## src/cps_pkg.sv

```systemverilog
// constants for the per-card power sequencer and interrupt logic
// assumes one 100 MHz core clock and an async active-low power-on reset
// How it works
// - supply out of window: converter off, power-down, interrupt
// - contacts held low until supply reaches minimum
// - power-down starts on request, extraction or overload
// - order: reset, clock, aux contacts, io, supply
// - steps spaced by 500 ns
// - extraction filtered 50 us; host request immediate
// - card io from host pin or command bit 2
// - pull-up enabled when select pin is high
// - io transaction valid only with chip select low
// - interrupt output high after power-on reset
// - interrupt low on insertion, extraction or fault
// - interrupt not qualified by select or address
// - nonzero supply code clears insertion interrupt
// - zero supply code clears extraction or overload
// - reinsertion before acknowledge keeps interrupt low
// - chip select high: all programming ignored
// - response bits: detect, io, aux four, aux eight, good
package cps_pkg;
    // =====================================================
    // timing
    localparam int CLK_PERIOD_NS = 10;          // core clock period
    localparam int STEP_NS = 500;               // power-down step spacing
    localparam int STEP_CYC = (STEP_NS + CLK_PERIOD_NS - 1) / CLK_PERIOD_NS;
    localparam int FILT_US = 50;                // insertion/extraction filter
    localparam int FILT_CYC = (FILT_US * 1000) / CLK_PERIOD_NS;
    localparam int CNT_W = 16;                  // counter width
    // =====================================================
    // command byte layout
    localparam int CMD_ADDR_MSB = 7;            // top address bit
    localparam int CMD_CHIP_BIT = 6;            // chip address bit
    localparam int CMD_CARD_BIT = 5;            // card select bit
    localparam int CMD_RST_BIT = 4;             // card reset value
    localparam int CMD_IO_BIT = 2;              // sync card io data
    localparam int CMD_SUP_HI = 1;              // supply code high bit
    localparam int CMD_SUP_LO = 0;              // supply code low bit
    localparam logic [1:0] SUP_OFF = 2'h0;      // zero volt code
    // response byte layout
    localparam int RSP_DET = 4;
    localparam int RSP_IO = 3;
    localparam int RSP_C4 = 2;
    localparam int RSP_C8 = 1;
    localparam int RSP_GOOD = 0;
    // =====================================================
    // power sequencer states
    typedef enum logic [5:0] {
        CPS_OFF   = 6'h01,   // supply off, contacts low
        CPS_RAMP  = 6'h02,   // supply rising, contacts held low
        CPS_ON    = 6'h04,   // contacts follow host
        CPS_D_CLK = 6'h08,   // reset low, clock next
        CPS_D_AUX = 6'h10,   // clock low, aux next
        CPS_D_IO  = 6'h20    // aux low, io next then supply
    } cps_state_t;
endpackage : cps_pkg

```

## src/cps_card_power_sequencer_irq.sv

```systemverilog
// two-card power sequencer with extraction filter and interrupt pin
// assumes a decoded command byte strobed once per chip-select frame,
// all card-side inputs and the pull-up, host io and address pins
// asynchronous to the core clock; mode and clock-run come from core logic
module cps_card_power_sequencer_irq
    import cps_pkg::*;
(
    input wire logic i_clock,
    input wire logic i_rstn,
    input wire logic i_cs_n,               // chip select, active low
    input wire logic i_cmd_valid,          // one-cycle strobe, command latched
    input wire logic [7:0] i_cmd,          // latched command byte
    input wire logic i_chip_addr_pin,      // chip address strap
    input wire logic i_sync_mode,          // 1: synchronous card protocol
    input wire logic i_host_io,            // host io pin level
    input wire logic i_pullup_select,      // pull-up select pin
    input wire logic [1:0] i_card_presence_switch, // 1 = card present
    input wire logic [1:0] i_supply_good,  // supply above minimum
    input wire logic [1:0] i_supply_fault, // supply out of window
    input wire logic [1:0] i_card_io_in,   // card io level
    input wire logic [1:0] i_aux_four_in,
    input wire logic [1:0] i_aux_eight_in,
    input wire logic [1:0] i_clock_run,    // host wants card clock running
    output logic [1:0] o_card_supply,      // converter enable
    output logic [1:0] o_card_reset_line,
    output logic [1:0] o_card_clock_en,    // clock gate, low forces line low
    output logic [1:0] o_aux_contact_four,
    output logic [1:0] o_aux_contact_eight,
    output logic [1:0] o_card_io_line,     // 0 drives low, 1 releases
    output logic [1:0] o_pullup_on,
    output logic [7:0] o_response,         // response byte
    output logic o_irq_n                   // interrupt, active low
);
    // =====================================================
    // input synchronisers, three stages, change when 2nd and 3rd agree
    localparam int NSYNC = 15;            // twelve card bits and three host-side pins
    // idle levels: pull-up selected and host io released, the rest low,
    // so that reset does not show a false change on the pull-up output
    localparam logic [NSYNC-1:0] SYNC_IDLE = {2'h3, {(NSYNC - 2){1'h0}}};
    logic [NSYNC-1:0] s1, s2, s3, sv;     // sampler stages and accepted value
    logic [NSYNC-1:0] raw;                // pins as they arrive
    logic [NSYNC-1:0] agree;              // 2nd and 3rd stage match
    assign raw = {i_pullup_select, i_host_io, i_chip_addr_pin, i_card_presence_switch,
                  i_supply_good, i_supply_fault, i_card_io_in, i_aux_four_in, i_aux_eight_in};
    assign agree = ~(s2 ^ s3);
    // three-stage sampler
    always_ff @(posedge i_clock or negedge i_rstn)
    begin
        if (!i_rstn)
        begin
            s1 <= SYNC_IDLE;
            s2 <= SYNC_IDLE;
            s3 <= SYNC_IDLE;
            sv <= SYNC_IDLE;
        end
        else
        begin
            s1 <= raw;
            s2 <= s1;
            s3 <= s2;
            // accept only settled bits, a bit that still moves keeps its old value
            sv <= (s2 & agree) | (sv & ~agree);
        end
    end
    logic pullup_pin, host_io_pin, chip_addr;               // settled host-side pins
    logic [1:0] det_raw, good, fault, io_in, c4_in, c8_in;   // settled card bits
    assign {pullup_pin, host_io_pin, chip_addr,
            det_raw, good, fault, io_in, c4_in, c8_in} = sv;

    // =====================================================
    // command decode; ignored entirely while chip select is high
    logic cmd_ok;
    logic cmd_card;
    logic [1:0] cmd_sup;
    assign cmd_ok = i_cmd_valid && !i_cs_n && !i_cmd[CMD_ADDR_MSB];
    assign cmd_card = i_cmd[CMD_CARD_BIT];
    assign cmd_sup = {i_cmd[CMD_SUP_HI], i_cmd[CMD_SUP_LO]};
    logic chip_hit;
    assign chip_hit = cmd_ok && (i_cmd[CMD_CHIP_BIT] == chip_addr);

    // =====================================================
    // per-card logic
    cps_state_t st [2];                   // sequencer state per card
    logic [CNT_W-1:0] step_cnt [2];       // power-down step timer
    logic [CNT_W-1:0] filt_cnt [2];       // presence filter timer
    logic [1:0] det;                      // filtered presence
    logic [1:0] pend_ins, pend_ext, pend_ovl;   // sticky interrupt sources
    logic [1:0] rst_reg;                  // reset level from the last addressed command
    logic [1:0] io_sync_data;             // card io level in synchronous mode

    // aux contacts stay up in session and through the first two power-down steps
    function automatic logic aux_held(input cps_state_t s);
        return (s == CPS_ON) || (s == CPS_D_CLK) || (s == CPS_D_AUX);
    endfunction : aux_held

    genvar g;
    generate
        for (g = 0; g < 2; g++)
        begin : g_card
            logic sel;
            logic prog_on, prog_off;
            logic ext_evt, ins_evt;
            assign sel = chip_hit && (cmd_card == 1'(g));
            assign prog_on = sel && (cmd_sup != SUP_OFF);
            assign prog_off = sel && (cmd_sup == SUP_OFF);
            assign ext_evt = det[g] && !det_raw[g] && (filt_cnt[g] == CNT_W'(FILT_CYC));
            assign ins_evt = !det[g] && det_raw[g] && (filt_cnt[g] == CNT_W'(FILT_CYC));

            // presence filter: level must stand for the whole interval
            always_ff @(posedge i_clock or negedge i_rstn)
            begin
                if (!i_rstn)
                begin
                    filt_cnt[g] <= '0;
                    det[g] <= 1'b0;
                end
                else if (det_raw[g] == det[g])
                begin
                    filt_cnt[g] <= '0;
                end
                else if (filt_cnt[g] == CNT_W'(FILT_CYC))
                begin
                    det[g] <= det_raw[g];
                    filt_cnt[g] <= '0;
                end
                else
                begin
                    filt_cnt[g] <= filt_cnt[g] + 1'b1;
                end
            end

            // sticky pending flags; a set beats a same-cycle clear
            always_ff @(posedge i_clock or negedge i_rstn)
            begin
                if (!i_rstn)
                begin
                    pend_ins[g] <= 1'b0;
                    pend_ext[g] <= 1'b0;
                    pend_ovl[g] <= 1'b0;
                end
                else
                begin
                    pend_ins[g] <= ins_evt | (pend_ins[g] & ~prog_on);
                    pend_ext[g] <= ext_evt | (pend_ext[g] & ~prog_off);
                    pend_ovl[g] <= (fault[g] & o_card_supply[g])
                                   | (pend_ovl[g] & ~prog_off);
                end
            end

            // sequencer
            always_ff @(posedge i_clock or negedge i_rstn)
            begin
                if (!i_rstn)
                begin
                    st[g] <= CPS_OFF;
                    step_cnt[g] <= '0;
                    rst_reg[g] <= 1'b0;
                    io_sync_data[g] <= 1'b1;
                end
                else
                begin
                    // reset line and sync io data follow the addressed command
                    if (sel)
                    begin
                        rst_reg[g] <= i_cmd[CMD_RST_BIT];
                        io_sync_data[g] <= i_cmd[CMD_IO_BIT];
                    end
                    unique case (st[g])
                        CPS_OFF:
                        begin
                            if (prog_on)
                            begin
                                st[g] <= CPS_RAMP;
                            end
                        end
                        CPS_RAMP, CPS_ON:
                        begin
                            // request, extraction or fault starts the shutdown
                            if (prog_off || ext_evt || fault[g])
                            begin
                                st[g] <= CPS_D_CLK;
                                step_cnt[g] <= '0;
                            end
                            else if (st[g] == CPS_RAMP && good[g])
                            begin
                                st[g] <= CPS_ON;
                            end
                        end
                        CPS_D_CLK, CPS_D_AUX:
                        begin
                            if (step_cnt[g] == CNT_W'(STEP_CYC - 1))
                            begin
                                step_cnt[g] <= '0;
                                // reset, then clock, then aux, one interval apart
                                if (st[g] == CPS_D_CLK)
                                begin
                                    st[g] <= CPS_D_AUX;
                                end
                                else
                                begin
                                    st[g] <= CPS_D_IO;
                                end
                            end
                            else
                            begin
                                step_cnt[g] <= step_cnt[g] + 1'b1;
                            end
                        end
                        CPS_D_IO:
                        begin
                            // io drops after one interval and the supply after the
                            // next, so this last state spans two intervals
                            if (step_cnt[g] == CNT_W'(STEP_CYC + STEP_CYC - 1))
                            begin
                                step_cnt[g] <= '0;
                                st[g] <= CPS_OFF;
                            end
                            else
                            begin
                                step_cnt[g] <= step_cnt[g] + 1'b1;
                            end
                        end
                    endcase
                end
            end

            // card contact outputs, registered from the current state and step
            always_ff @(posedge i_clock or negedge i_rstn)
            begin
                if (!i_rstn)
                begin
                    o_card_supply[g] <= 1'b0;
                    o_card_reset_line[g] <= 1'b0;
                    o_card_clock_en[g] <= 1'b0;
                    o_aux_contact_four[g] <= 1'b0;
                    o_aux_contact_eight[g] <= 1'b0;
                    o_card_io_line[g] <= 1'b0;
                    o_pullup_on[g] <= 1'b1;
                end
                else
                begin
                    o_pullup_on[g] <= pullup_pin;
                    // a fault cuts the converter at once; once cut it stays off until
                    // the sequence ends, even if the fault goes away meanwhile
                    o_card_supply[g] <= !fault[g]
                        && ((st[g] == CPS_RAMP) || (st[g] == CPS_ON)
                        || ((st[g] != CPS_OFF) && o_card_supply[g]));
                    // contacts low while ramping or off
                    o_card_reset_line[g] <= (st[g] == CPS_ON) && rst_reg[g];
                    // a clock already low in session stays low through the shutdown
                    o_card_clock_en[g] <= ((st[g] == CPS_ON) && i_clock_run[g])
                                          || ((st[g] == CPS_D_CLK) && o_card_clock_en[g]);
                    o_aux_contact_four[g] <= aux_held(st[g]);
                    o_aux_contact_eight[g] <= aux_held(st[g]);
                    // io path valid only with chip select low
                    if (st[g] == CPS_ON)
                    begin
                        o_card_io_line[g] <= i_cs_n ? 1'b1
                                             : (i_sync_mode ? io_sync_data[g] : host_io_pin);
                    end
                    else if (aux_held(st[g])
                             || ((st[g] == CPS_D_IO) && (step_cnt[g] < CNT_W'(STEP_CYC))))
                    begin
                        o_card_io_line[g] <= 1'b1;   // released until its own step
                    end
                    else
                    begin
                        o_card_io_line[g] <= 1'b0;
                    end
                end
            end
        end
    endgenerate

    // =====================================================
    // response byte: status of the addressed card, captured at the command
    always_ff @(posedge i_clock or negedge i_rstn)
    begin
        if (!i_rstn)
        begin
            o_response <= 8'h00;
        end
        else if (chip_hit)
        begin
            o_response <= '0;
            o_response[RSP_DET] <= det[cmd_card];
            o_response[RSP_IO] <= io_in[cmd_card];
            o_response[RSP_C4] <= c4_in[cmd_card];
            o_response[RSP_C8] <= c8_in[cmd_card];
            o_response[RSP_GOOD] <= good[cmd_card];
        end
    end

    // =====================================================
    // interrupt pin, never gated by select or address
    always_ff @(posedge i_clock or negedge i_rstn)
    begin
        if (!i_rstn)
        begin
            o_irq_n <= 1'b1;
        end
        else
        begin
            o_irq_n <= ~(|{pend_ins, pend_ext, pend_ovl});
        end
    end
endmodule : cps_card_power_sequencer_irq

```

## config.mk

```make
export PLATFORM = sky130hd
export DESIGN_NAME = cps_card_power_sequencer_irq
export DESIGN_NICKNAME = d
export VERILOG_FILES = /design/src/cps_pkg.sv /design/src/cps_card_power_sequencer_irq.sv
export SDC_FILE = /design/constraint.sdc
export NUM_CORES = 1
export LEC_CHECK = 0
export BUFFER_PORTS_ARGS = -buffer_cell sky130_fd_sc_hd__buf_2
export CAP_MARGIN = 10
export CORE_MARGIN = 3
export CORE_UTILIZATION = 55
export CTS_CLUSTER_SIZE = 24
export DETAILED_ROUTE_END_ITERATION = 10
export PLACE_DENSITY = 0.7
export SYNTH_ARGS = -nofsm -noshare
export SYNTH_HDL_FRONTEND = slang
export SYNTH_SLANG_ARGS = --single-unit
```

## constraint.sdc

```tcl
create_clock -name i_clock -period 2.57 [get_ports i_clock]
set_clock_uncertainty 0.05 [all_clocks]
set_input_delay 0.1285 -clock i_clock [delete_from_list [all_inputs] [get_ports i_clock]]
set_output_delay 0.1285 -clock i_clock [all_outputs]
set_load 0.05 [all_outputs]
```

== Yosys cells after proc, flatten, opt, wreduce, memory -nomap -nowiden ==
Index checks and enable logic that the tools add are counted.

* Register bits after elaboration: 165

* Order comparisons: 3
* Add/sub/neg operators: 4
* Eq/ne operators: 33
* Reductions and logical operators: 70
* Bitwise logic cells: 28
* Muxes and demuxes: 44

{| class="wikitable"
|+ Operator list
! kind !! number
|-
| 2-to-1 mux 16 bit || 10
|-
| case mux 16 bit (3 select lines) || 2
|-
| 2-to-1 mux 6 bit || 12
|-
| adder 16 x 1 -> 16 bit, second input constant || 4
|-
| case mux 6 bit (4 select lines) || 2
|-
| equality test 16 x 13 -> 1 bit, second input constant || 2
|-
| equality test 16 x 6 -> 1 bit, second input constant || 2
|-
| equality test 16 x 7 -> 1 bit, second input constant || 2
|-
| < comparator 16 x 6 -> 1 bit, second input constant || 2
|-
| logical AND 1 bit || 31
|-
| bitwise AND 15 bit || 2
|-
| inverter 15 bit || 2
|-
| 2-to-1 mux 1 bit || 18
|-
| logical OR 1 bit || 16
|-
| inequality test 2 bit, second input constant || 8
|-
| OR 15 bit || 1
|-
| bitwise XOR 15 bit || 1
|-
| equality test 6 x 1 -> 1 bit, second input constant || 2
|-
| equality test 6 x 2 -> 1 bit, second input constant || 2
|-
| equality test 6 x 3 -> 1 bit, second input constant || 2
|-
| equality test 6 x 4 -> 1 bit, second input constant || 2
|-
| equality test 6 x 5 -> 1 bit, second input constant || 2
|-
| equality test 6 bit, second input constant || 2
|-
| inequality test 6 x 1 -> 1 bit, second input constant || 2
|-
| 14 further kinds || 51
|}

== Logic depth before layout (Yosys ltp) ==
Gate-level depths: netlist of run 1.

* Depth in word-level cells: 10
* Mapped depth: 9
* Gate-level depth less buffers: 8

== Worst setup path after synthesis of run 1 ==
No wires, ideal clock.

* Path type: reg-to-reg
* From: register st[2] (netlist bit)
* To: register step_cnt[13] (netlist bit)
* Setup time: 131 ps
* Slack: 602 ps
* Cell stages (with the launch flop): 9
* Period minus slack after synthesis: 1968 ps
* Required time: 2389 ps
* Arrival: 1787 ps
* Cells stage by stage: dfrtp_1 buf_6 or3_1 or4_1 o311ai_2 nand2_4 buf_6 o21ai_1 o41ai_1

* Cells in the longest elaborated chain, start to end: 4
* Elaborated cells between the ends (all ways): 11
* Those cells by class: 6 x eq/ne; 1 x mux; 4 x reduce/logical

{| class="wikitable"
|+ Ends and longest elaborated chain
! item !! RTL line !! RTL
|-
| start: declaration || cps_card_power_sequencer_irq.sv:83 || <nowiki>cps_state_t st [2];</nowiki>
|-
| start signal: indexed assignment || cps_card_power_sequencer_irq.sv:155 || <nowiki>st[g] <= CPS_OFF;</nowiki>
|-
| start signal: indexed assignment || cps_card_power_sequencer_irq.sv:173 || <nowiki>st[g] <= CPS_RAMP;</nowiki>
|-
| start signal: indexed assignment || cps_card_power_sequencer_irq.sv:181 || <nowiki>st[g] <= CPS_D_CLK;</nowiki>
|-
| equality test 6 x 2 -> 1 bit (tied with other cells) || cps_card_power_sequencer_irq.sv:168 || <nowiki>unique case (st[g])</nowiki>
|-
| OR reduction 2 bit || cps_card_power_sequencer_irq.sv:168 ||
|-
| inequality test 2 bit (no source line) or nonzero test 3 bit (tied branches) || n/a ||
|-
| AND reduction 2 bit (no source line) || n/a ||
|-
| end signal: indexed assignment || cps_card_power_sequencer_irq.sv:206 || <nowiki>step_cnt[g] <= step_cnt[g] + 1'b1;</nowiki>
|-
| end signal: indexed assignment || cps_card_power_sequencer_irq.sv:220 || <nowiki>step_cnt[g] <= step_cnt[g] + 1'b1;</nowiki>
|-
| end: declaration || cps_card_power_sequencer_irq.sv:84 || <nowiki>logic [CNT_W-1:0] step_cnt [2];</nowiki>
|}

Parallel ways exist; a longest one is shown, timed or not.
A chain may end at the register's enable or synchronous reset.

== Worst setup path after layout of run 1 ==
* From: register st[9] (netlist bit)
* To: register step_cnt[29] (netlist bit)

The elaborated chain is that of the path after synthesis.

==> results of run 1 <==
## worst max path at each step
| stage | slack (ns) | startpoint | to | cells after the start |
|---|---|---|---|---|
| 2_1_floorplan | 0.60 | st[2]$_DFFE_PN0P_ | step_cnt[13]$_DFFE_PN0P_ | 8 |
| 3_3_place_gp | 0.42 | step_cnt[27]$_DFFE_PN0P_ | st[10]$_DFFE_PN0P_ | 6 |
| 3_5_place_dp | 0.32 | st[8]$_DFFE_PN0P_ | step_cnt[29]$_DFFE_PN0P_ | 5 |
| 4_1_cts | 0.32 | st[8]$_DFFE_PN0P_ | step_cnt[29]$_DFFE_PN0P_ | 5 |
| 5_1_grt | 0.11 | st[8]$_DFFE_PN0P_ | st[10]$_DFFE_PN0P_ | 5 |
| 6_report | 0.28 | st[9]$_DFFE_PN0P_ | step_cnt[29]$_DFFE_PN0P_ | 5 |
## through the flow
| stage | setup slack [ns] | cells | cell area (µm²) |
|---|---|---|---|
| 2_1_floorplan | 0.602 | 672 | 7310 |
| 3_3_place_gp | 0.422 | 874 | 7690 |
| 3_5_place_dp | 0.320 | 874 | 7690 |
| 4_1_cts | 0.316 | 929 | 8520 |
| 5_1_grt | 0.111 | 929 | 8520 |
| 6_report | 0.279 | 929 | 8520 |
## synth_stat cells (all sizes together) (4+ instances only)
cell type	count
xnor2	8
nor2	67
o21ai	50
ha	12
a31oi	18
inv	26
a21oi	22
o31ai	10
nor4	8
dfrtp	151
nor3	6
dfstp	14
and3	14
and4	6
and2	7
nand4	14
or2	5
xor2	21
nand2b	12
nand3	29
nand2	46
mux2i	7
o41ai	4
a22o	6
or3	9
nor2b	5
nor3b	4
maj3	15
buf	20
mux2	5
clkbuf	6
## repair_timing
action / 4_1_cts / 5_1_grt
endpoints found under the hold margin: 93 / 0
gates resized for setup: 0 / 0
hold buffers: 23 / 0
## tightest hold or removal path, delay by kind of cell
kind,cells,cell delay [ns]
buffers and inverters,1,0.11
AOI/OAI and AO/OA,1,0.12
and+or+nand+nor,2,0.15
## per-layer routing
metal  vias up  GRT usage [%]  wire (µm)
li1       2534              -          -
met1      2547           28.3       6550
met2       127           30.7       6540
met3        15           5.08        573
met4         0           6.93        174
met5         -              0          0
## cell type report
type	count	area (µm²)
Inverter	26	97.6
Clock inverter	14	164
Fill cell	1010	4300
Sequential cell	165	4150
Timing Repair Buffer	79	562
Tap cell	172	215
Multi-Input combinational cell	455	2900
Clock buffer	18	439
## kinds of logic after synthesis
logic type / Yosys count
AND/OR/NAND/NOR: 252
flip-flops: 165
AO/OA/AOI/OAI: 132
buffers and inverters: 52
XOR/XNOR: 29
adder cells (fa/ha/maj): 27
multiplexers: 12
other: 1
## where the power goes
group | switching (W) | internal, W | leakage [nW]
sequential | 0.000373 | 0.00294 | 2.09
clock | 0.00108 | 0.00149 | 0.303
combinational | 0.00149 | 0.000856 | 1.45
==> impl_metrics.tcl, run 1 <==
set metrics [dict create \
    avgSynthCellArea_um2 10.9 \
    nets 786 \
    overflow 0 \
    hp-class "in -> reg" \
    final_core_util_pct 66.5 \
    drc_errors 0 \
    wire_per_inst_um 14.9 \
    grt_pass1_wl_um 23500 \
    path_cells "nor4_2 -> nand2_1 -> a221oi_2 -> o21ai_1 -> a221o_1" \
    fin_crit_sh_pct 89.1 \
    yosys.area.top_type "dfrtp_1" \
    finalCriticalPeriod_ns 2.29 \
    synth_xor_area_share_pct 3.48 \
    clock_latency_ns 0.42 \
    yosys.area.top_type_share_pct 51.7 \
    rsz0062_at_grt "false" \
    pin_count 53 \
    die_w_um 121 \
    num_vias 5223 \
    hold_violations 0 \
    fmax_mhz 437 \
    hold_path_end "pend_ovl[0]$_DFF_PN0_" \
    clkSinkCount 165 \
    ant_nets 0 \
    antenna_found_initial 0 \
    async_flop_share_pct 100 \
    critPathTopFamily "compound AO/OA/AOI/OAI gates" \
    die_area_um2 14700 \
    yosysUniqueCellTypes 68 \
    cts-root-buf "clkbuf_16" \
    arrival_ns 2.55 \
    first_pass_iters 6 \
    layout_commonest_cell "dfrtp_1" \
    synthCells 670 \
    peakVddDrop_uv 749 \
    cts_max_path_buffers 2 \
    cts_tree "built" \
    r2r_slack_ns 0.28 \
    slew_violations 0 \
    hold_depth 4 \
    worstPathBufferInverterCount 0 \
    r2r_end "step_cnt[29]$_DFFE_PN0P_" \
    holdWs_ns 0.0784 \
    placement_rows 41 \
    synth_area_leaders "dfrtp_1 (52%), dfstp_2 (5.0%), nor2_1 (3.4%), o21ai_0 (2.6%), xor2_1 (2.5%)" \
    drtIter0Drc 428 \
    mostFrequentLayoutCells "dfrtp_1 (151), nor2_1 (67), buf_2 (47)" \
    gp_congestion 0.882 \
    reg2regPathDepth 5 \
    power.total_w 0.00823 \
    hp-start "i_cmd[0]" \
    power_density_nw_per_um2 965 \
    leakage_nw 3.84 \
    synth_top_family_by_area "simple AND/OR/NAND/NOR gates" \
    synth_edf_count 0 \
    drive_gt1_share_pct 16.5 \
    coreArea_um2 12800 \
    wl_um 13800 \
    initial_utilization_pct 56.9 \
    yosys.area_share.simple_pct 18.7 \
    cp_data_required_time_ns 2.83 \
    grt_pass1_vias 5001 \
    synth_mux_area_share_pct 1.73 \
    synth_compound_area_share_pct 11.5 \
    slew_headroom_pct 55.6 \
    cpPeakStageDelay_ns 0.53 \
    clkTransAtPathRegs_ns 0.07 \
    fin_setup_tns_ns 0 \
    reg2reg_from "st[9]$_DFFE_PN0P_" \
    netlist_area_um2 7300 \
    diodes 0 \
    synth_fa_ha_area_share_pct 4.11 \
    finalSetupViolCount 0 \
    status "finished clean" \
    die_height_um 121 \
    grt_max_degree 74 \
    critPathKind "reg -> reg" \
    startpoint_type "flop" \
    cts_setup_buffers 0 \
    cp-end-kind "flop" \
    area_growth_syn_to_layout_pct 16.7 \
    cts_buffers 17 \
    cap_violations 0 \
    ys_warn_count 0 \
    cpMaxStageDelayCell "dfrtp_1" \
    viasPerCell 5.62 \
    yosys_register_bits 165 \
    grt_use_total_pct 20.1 \
    largestRegisters "filt_cnt (32), step_cnt (32)" \
    crit_fanout 12 \
    seq_area_frac_synth_pct 56.8 \
    port-buffer-count 48 \
    synth_ff_type "dfrtp_1" \
    worst_pin_slew_ns 0.667 \
    htreeDepth 4 \
    post-dp-hpwl_um 9300 \
]
Power figures use the tool's default switching activity.
==> inputs of run 2 (changes only) <==
--- a/config.mk
+++ b/config.mk
@@ -7,11 +7,13 @@
 export LEC_CHECK = 0
 export BUFFER_PORTS_ARGS = -buffer_cell sky130_fd_sc_hd__buf_2
 export CAP_MARGIN = 10
+export CORE_ASPECT_RATIO = 1.25
 export CORE_MARGIN = 3
 export CORE_UTILIZATION = 55
 export CTS_CLUSTER_SIZE = 24
 export DETAILED_ROUTE_END_ITERATION = 10
 export PLACE_DENSITY = 0.7
+export SLEW_MARGIN = 0
 export SYNTH_ARGS = -nofsm -noshare
 export SYNTH_HDL_FRONTEND = slang
 export SYNTH_SLANG_ARGS = --single-unit
==> run 2 against run 1 <==
Net effect: global-route usage is 0.17 points higher; design area shrank 0.21%; total power fell by 0.63%; critical endpoint is now o_card_io_line[1]$_DFF_PN0_; highest routed layer unchanged.
==> impl_metrics.tcl, run 2 (same netlist as run 1, synthesis figures left out) <==
set metrics [dict create \
    status "finished clean" \
    initial_utilization_pct 56.9 \
    p_sw_share_pct 36.6 \
    layout_commonest_cell "dfrtp_1" \
    dpl.cell_count 870 \
    drc_errors 0 \
    overflow 0 \
    largestRegisters "filt_cnt (32), step_cnt (32)" \
    fillers 958 \
    area_growth_syn_to_layout_pct 16.5 \
    crit_fanout 7 \
    power_density_nw_per_um2 961 \
    slew_violations 0 \
    mostFrequentLayoutCells "dfrtp_1 (151), nor2_1 (67), buf_2 (47)" \
    fmax_mhz 427 \
    cpPeakStageDelay_ns 0.61 \
    hold_violations 0 \
    slew_headroom_pct 57.0 \
    port-buffer-count 48 \
    seq_power_share_pct 40.5 \
    finalCriticalPeriod_ns 2.34 \
    cts_tree "built" \
    clkSinkCount 165 \
    clkPwrFrac_pct 31.2 \
    diodes 0 \
    hp-class "in -> reg" \
    die_area_um2 14700 \
    nets 786 \
    viasPerCell 5.68 \
    grt_pass1_wl_um 23800 \
    cp_data_required_time_ns 2.82 \
    grt_pass1_vias 5189 \
    cts_resized 0 \
    wire_per_inst_um 15.0 \
    clock_latency_ns 0.42 \
    fin_setup_tns_ns 0 \
    cts_buffers 17 \
    cp-end-kind "flop" \
    wl_um 13800 \
    antenna_found_initial 0 \
    finalSetupViolCount 0 \
    pin_count 53 \
    cts_max_path_buffers 2 \
    p_comb_share_pct 28.3 \
    htreeDepth 4 \
    holdWs_ns 0.0913 \
    first_pass_iters 5 \
    multi_input_area_um2 2900 \
    die_w_um 109 \
    grt_use_total_pct 20.3 \
    p_sw_w 0.00299 \
    peakVddDrop_uv 605 \
    num_vias 5255 \
    grt_max_degree 62 \
    drtIter0Drc 284 \
    critPathKind "reg -> reg" \
    layout.area.seq_um2 4150 \
    layout.cells.non_filler 925 \
    drive_gt1_share_pct 16.5 \
    p_int_w 0.00519 \
    die_height_um 135 \
    ant_nets 0 \
    coreArea_um2 12800 \
    arrival_ns 2.59 \
    startpoint_type "flop" \
    placement_rows 46 \
    post-dp-hpwl_um 9260 \
    leakage_nw 3.83 \
    fin_crit_sh_pct 91.2 \
    gp_congestion 0.878 \
    worst_pin_slew_ns 0.644 \
    rsz0062_at_grt "false" \
    cpMaxStageDelayCell "dlygate4sd3_1" \
    clkTransAtPathRegs_ns 0.07 \
    r2r_slack_ns 0.23 \
    cts-root-buf "clkbuf_16" \
    cap_violations 0 \
    path_cells "nor2_1 -> nand3_1 -> a2111oi_0 -> dlygate4sd3_1 -> a21oi_1" \
]
## run 2: cell types whose count changed in the layout (fill, tap and decap cells not counted)
cell	change
inv_8	+3
clkbuf_8	-1
clkinv_2	-3
buf_12	-1
buf_4	+1
clkinv_8	+1
bufinv_16	-1
clkinv_4	+1
## run 2: what timing repair did
action | 4_1_cts | 5_1_grt
endpoints found under the hold margin | 81 | 0
buffers inserted | 0 | 0
hold buffers | 23 | 0
## run 2: area by class of cell
class	instances	share of cell area, %
sequential	165	48.7
multi-input combinational	455	34.1
timing repair buffer	79	6.46
clock buffer	17	5.00
tap	168	2.47
clock inverter	15	2.09
inverter	26	1.15
## run 2: path summary, 6_finish.rpt
check / to / cells after the start / start
max in group asynchronous: s2[6]$_DFF_PN0_ / 3 / i_rstn
worst min-delay path: pend_ovl[0]$_DFF_PN0_ / 4 / i_cmd[0]
min in group asynchronous: step_cnt[28]$_DFFE_PN0P_ / 2 / i_rstn
worst max register to register: o_card_io_line[1]$_DFF_PN0_ / 5 / st[5]$_DFFE_PN0P_
worst max-delay path: o_card_io_line[1]$_DFF_PN0_ / 5 / st[5]$_DFFE_PN0P_
worst min register to register: s2[11]$_DFF_PN0_ / 0 / s1[11]$_DFF_PN0_
## run 2: power by group through the flow
stage | combinational, W | sequential, W | clock (W)
final | 0.00231 | 0.00331 | 0.00255
after global routing | 0.00258 | 0.00336 | 0.00274
after CTS | 0.00232 | 0.00330 | 0.00263
after detailed placement | 0.00227 | 0.00335 | 0
after global placement | 0.00221 | 0.00333 | 0
after floorplan | 0.00174 | 0.00341 | 0
## run 2: routing by layer
| metal | vias up | track usage (%) | part of all wire (%) | wire (µm) |
|---|---|---|---|---|
| met5 | - | 0 | 0 | 0 |
| met3 | 18 | 4.11 | 3.6 | 496 |
| li1 | 2535 | - | - | - |
| met1 | 2585 | 27.2 | 46 | 6360 |
| met4 | 0 | 8.35 | 1.2 | 167 |
| met2 | 117 | 32.2 | 49 | 6820 |
## run 2: critical path, delay by kind of cell, from the launching register on
kind,cells,cell delay [ns]
buffers and inverters,1,0.61
DFF,1,0.47
and+or+nand+nor,2,0.56
AOI/OAI and AO/OA,2,0.54
## run 2: stage by stage
step / power (W) / area, µm² / setup slack [ns] / util (%)
2_1_floorplan: 0.00515 / 7310 / 0.602 / -
3_3_place_gp: 0.00554 / 7670 / 0.382 / 59.8
3_5_place_dp: 0.00562 / 7670 / 0.374 / 59.8
4_1_cts: 0.00825 / 8510 / 0.356 / 66.3
5_1_grt: 0.00868 / 8510 / 0.0942 / 66.3
6_report: 0.00818 / 8510 / 0.227 / 66.3
==> inputs of run 3 (changes only) <==
--- a/config.mk
+++ b/config.mk
@@ -9,10 +9,11 @@
 export CAP_MARGIN = 10
 export CORE_ASPECT_RATIO = 1.25
 export CORE_MARGIN = 3
-export CORE_UTILIZATION = 55
+export CORE_UTILIZATION = 35
 export CTS_CLUSTER_SIZE = 24
 export DETAILED_ROUTE_END_ITERATION = 10
-export PLACE_DENSITY = 0.7
+export PLACE_DENSITY = 0.47
+export REMOVE_ABC_BUFFERS = 1
 export SLEW_MARGIN = 0
 export SYNTH_ARGS = -nofsm -noshare
 export SYNTH_HDL_FRONTEND = slang
==> run 3 against run 2 <==
Net effect: sequential share of layout area is 1.1 points lower; final cell count is 12% higher; setup slack better by 0.10 ns; routed wire length is 8.4% higher; critical endpoint is now step_cnt[22]$_DFFE_PN0P_; non-clock buffer count is 8 higher; via count hardly changed; sequential cell count stayed put; clock power is 2% higher; first-iteration DRC count is 10% higher.
==> impl_metrics.tcl, run 3 (same netlist as run 1, synthesis figures left out) <==
set metrics [dict create \
    critPathKind "reg -> reg" \
    grt_util_met2_pct 22.9 \
    final_core_util_pct 42.9 \
    p_comb_share_pct 28.8 \
    htreeDepth 4 \
    p_int_w 0.00515 \
    layout.area.seq_um2 4150 \
    slew_headroom_pct 56.9 \
    post-dp-hpwl_um 10600 \
    coreArea_um2 20300 \
    leakage_nw 3.87 \
    viasPerCell 5.08 \
    nets 794 \
    diodes 0 \
    fin_crit_sh_pct 87.2 \
    use_met3_pct 3.52 \
    arrival_ns 2.50 \
    cts_tree "built" \
    power_density_nw_per_um2 953 \
    gp_congestion 0.818 \
    mostFrequentLayoutCells "dfrtp_1 (151), nor2_1 (67), buf_2 (47)" \
    die_area_um2 22600 \
    clkTransAtPathRegs_ns 0.08 \
    seq_power_share_pct 39.8 \
    cp-end-kind "flop" \
    layout_commonest_cell "dfrtp_1" \
    rsz0062_at_grt "false" \
    p_sw_share_pct 38.0 \
    largestRegisters "filt_cnt (32), step_cnt (32)" \
    grt_pass1_wl_um 26200 \
    grt_pass1_vias 5347 \
    cts_max_path_buffers 2 \
    wl_um 15000 \
    cts_buffers 17 \
    drive_gt1_share_pct 17.4 \
    fmax_mhz 446 \
    cp_data_required_time_ns 2.83 \
    die_w_um 135 \
    area_growth_syn_to_layout_pct 19.2 \
    peakVddDrop_uv 451 \
    port-buffer-count 48 \
    worst_pin_slew_ns 0.646 \
    hold_depth 4 \
    overflow 0 \
    initial_utilization_pct 35.9 \
    status "finished clean" \
    dpl.cell_count 980 \
    grt_max_degree 70 \
    fillers 1955 \
    crit_fanout 10 \
    wire_per_inst_um 14.5 \
    antenna_found_initial 0 \
    multi_input_area_um2 2900 \
    first_pass_iters 4 \
    hp-class "in -> reg" \
    placement_rows 58 \
    grt_use_met1_pct 18.7 \
    ant_nets 0 \
    p_sw_w 0.00315 \
    grt_busiest_layer "met2" \
    cts-root-buf "clkbuf_16" \
    num_vias 5258 \
    fin_setup_tns_ns 0 \
    finalCriticalPeriod_ns 2.24 \
    hold_violations 0 \
    layout.cells.non_filler 1035 \
    clkPwrFrac_pct 31.4 \
    drc_errors 0 \
    die_height_um 168 \
    clock_latency_ns 0.43 \
    finalSetupViolCount 0 \
    final_area_um2 8710 \
    post_dp_cell_area_um2 7850 \
    pin_count 53 \
    reg2regPathDepth 7 \
    cap_violations 0 \
    drtIter0Drc 313 \
    slew_violations 0 \
    startpoint_type "flop" \
    clkSinkCount 165 \
    grt_use_total_pct 14.2 \
]
==> run 3: cell count changes in the layout (fill, tap and decap cells not counted), sizes merged <==
cell	change
inv	-4
buf	+8
clkinv	+5
bufinv	-1
==> run 3: layout make-up <==
class                   instances  area share [%]
inverters                      26            1.12
multi-input cells             455            33.3
flip-flops and latches        165            47.6
well taps                     270            3.88
clock buffers                  17            4.89
clock inverters                15            2.34
repair buffers                 87            6.85
==> run 3: worst max-delay path, stage by stage (launching register included) <==
cell and delay, ns:
dfrtp_1 0.42, nor4_2 0.37, nand3_1 0.12, o21bai_1 0.37, nand2_1 0.29, buf_4 0.25, a31oi_1 0.18, a31oi_1 0.06
==> run 3: power by group through the flow <==
stage          sequential (W)  clock (W)  combinational, W
3_3_place_gp          0.00334          0           0.00233
5_1_grt               0.00336    0.00280           0.00270
3_5_place_dp          0.00335          0           0.00239
2_1_floorplan         0.00350          0           0.00146
4_1_cts               0.00330    0.00269           0.00242
6_report              0.00330    0.00260           0.00239
==> run 3: per-stage QoR <==
stage	power (W)	hold slack (ns)	worst slack, ns
after global placement	0.00567	0.123	0.323
after CTS	0.00842	0.0267	0.258
final	0.00830	0.0453	0.330
after floorplan	0.00495	-0.217	0.0984
after detailed placement	0.00574	0.126	0.299
after global routing	0.00886	0.0869	0.0923
==> run 3: repair_timing <==
action / in CTS / in global routing
setup endpoints to repair: 0 / 0
hold buffers: 23 / 0
buffers inserted: 0 / 0
gates resized for setup: 0 / 0
endpoints found under the hold margin: 80 / 0
==> run 3: worst paths after layout <==
path / start / endpoint / slack, ns
setup reg to reg: step_cnt[27]$_DFFE_PN0P_ / step_cnt[22]$_DFFE_PN0P_ / 0.33
max in group asynchronous: i_rstn / s1[14]$_DFF_PN1_ / 1.43
hold / removal: i_cmd[1] / pend_ext[0]$_DFF_PN0_ / 0.05
setup / recovery: step_cnt[27]$_DFFE_PN0P_ / step_cnt[22]$_DFFE_PN0P_ / 0.33
min in group asynchronous: i_rstn / step_cnt[25]$_DFFE_PN0P_ / 0.22
hold reg to reg: s1[1]$_DFF_PN0_ / s2[1]$_DFF_PN0_ / 0.30
==> run 3: routing by layer <==
layer  vias to the layer above  wire [µm]  part of all wire [%]
met5                         -          0                     0
met2                        91       7300                    49
met1                      2583       6900                    46
met3                        26        521                   3.5
met4                         0        286                   1.9
li1                       2558          -                     -
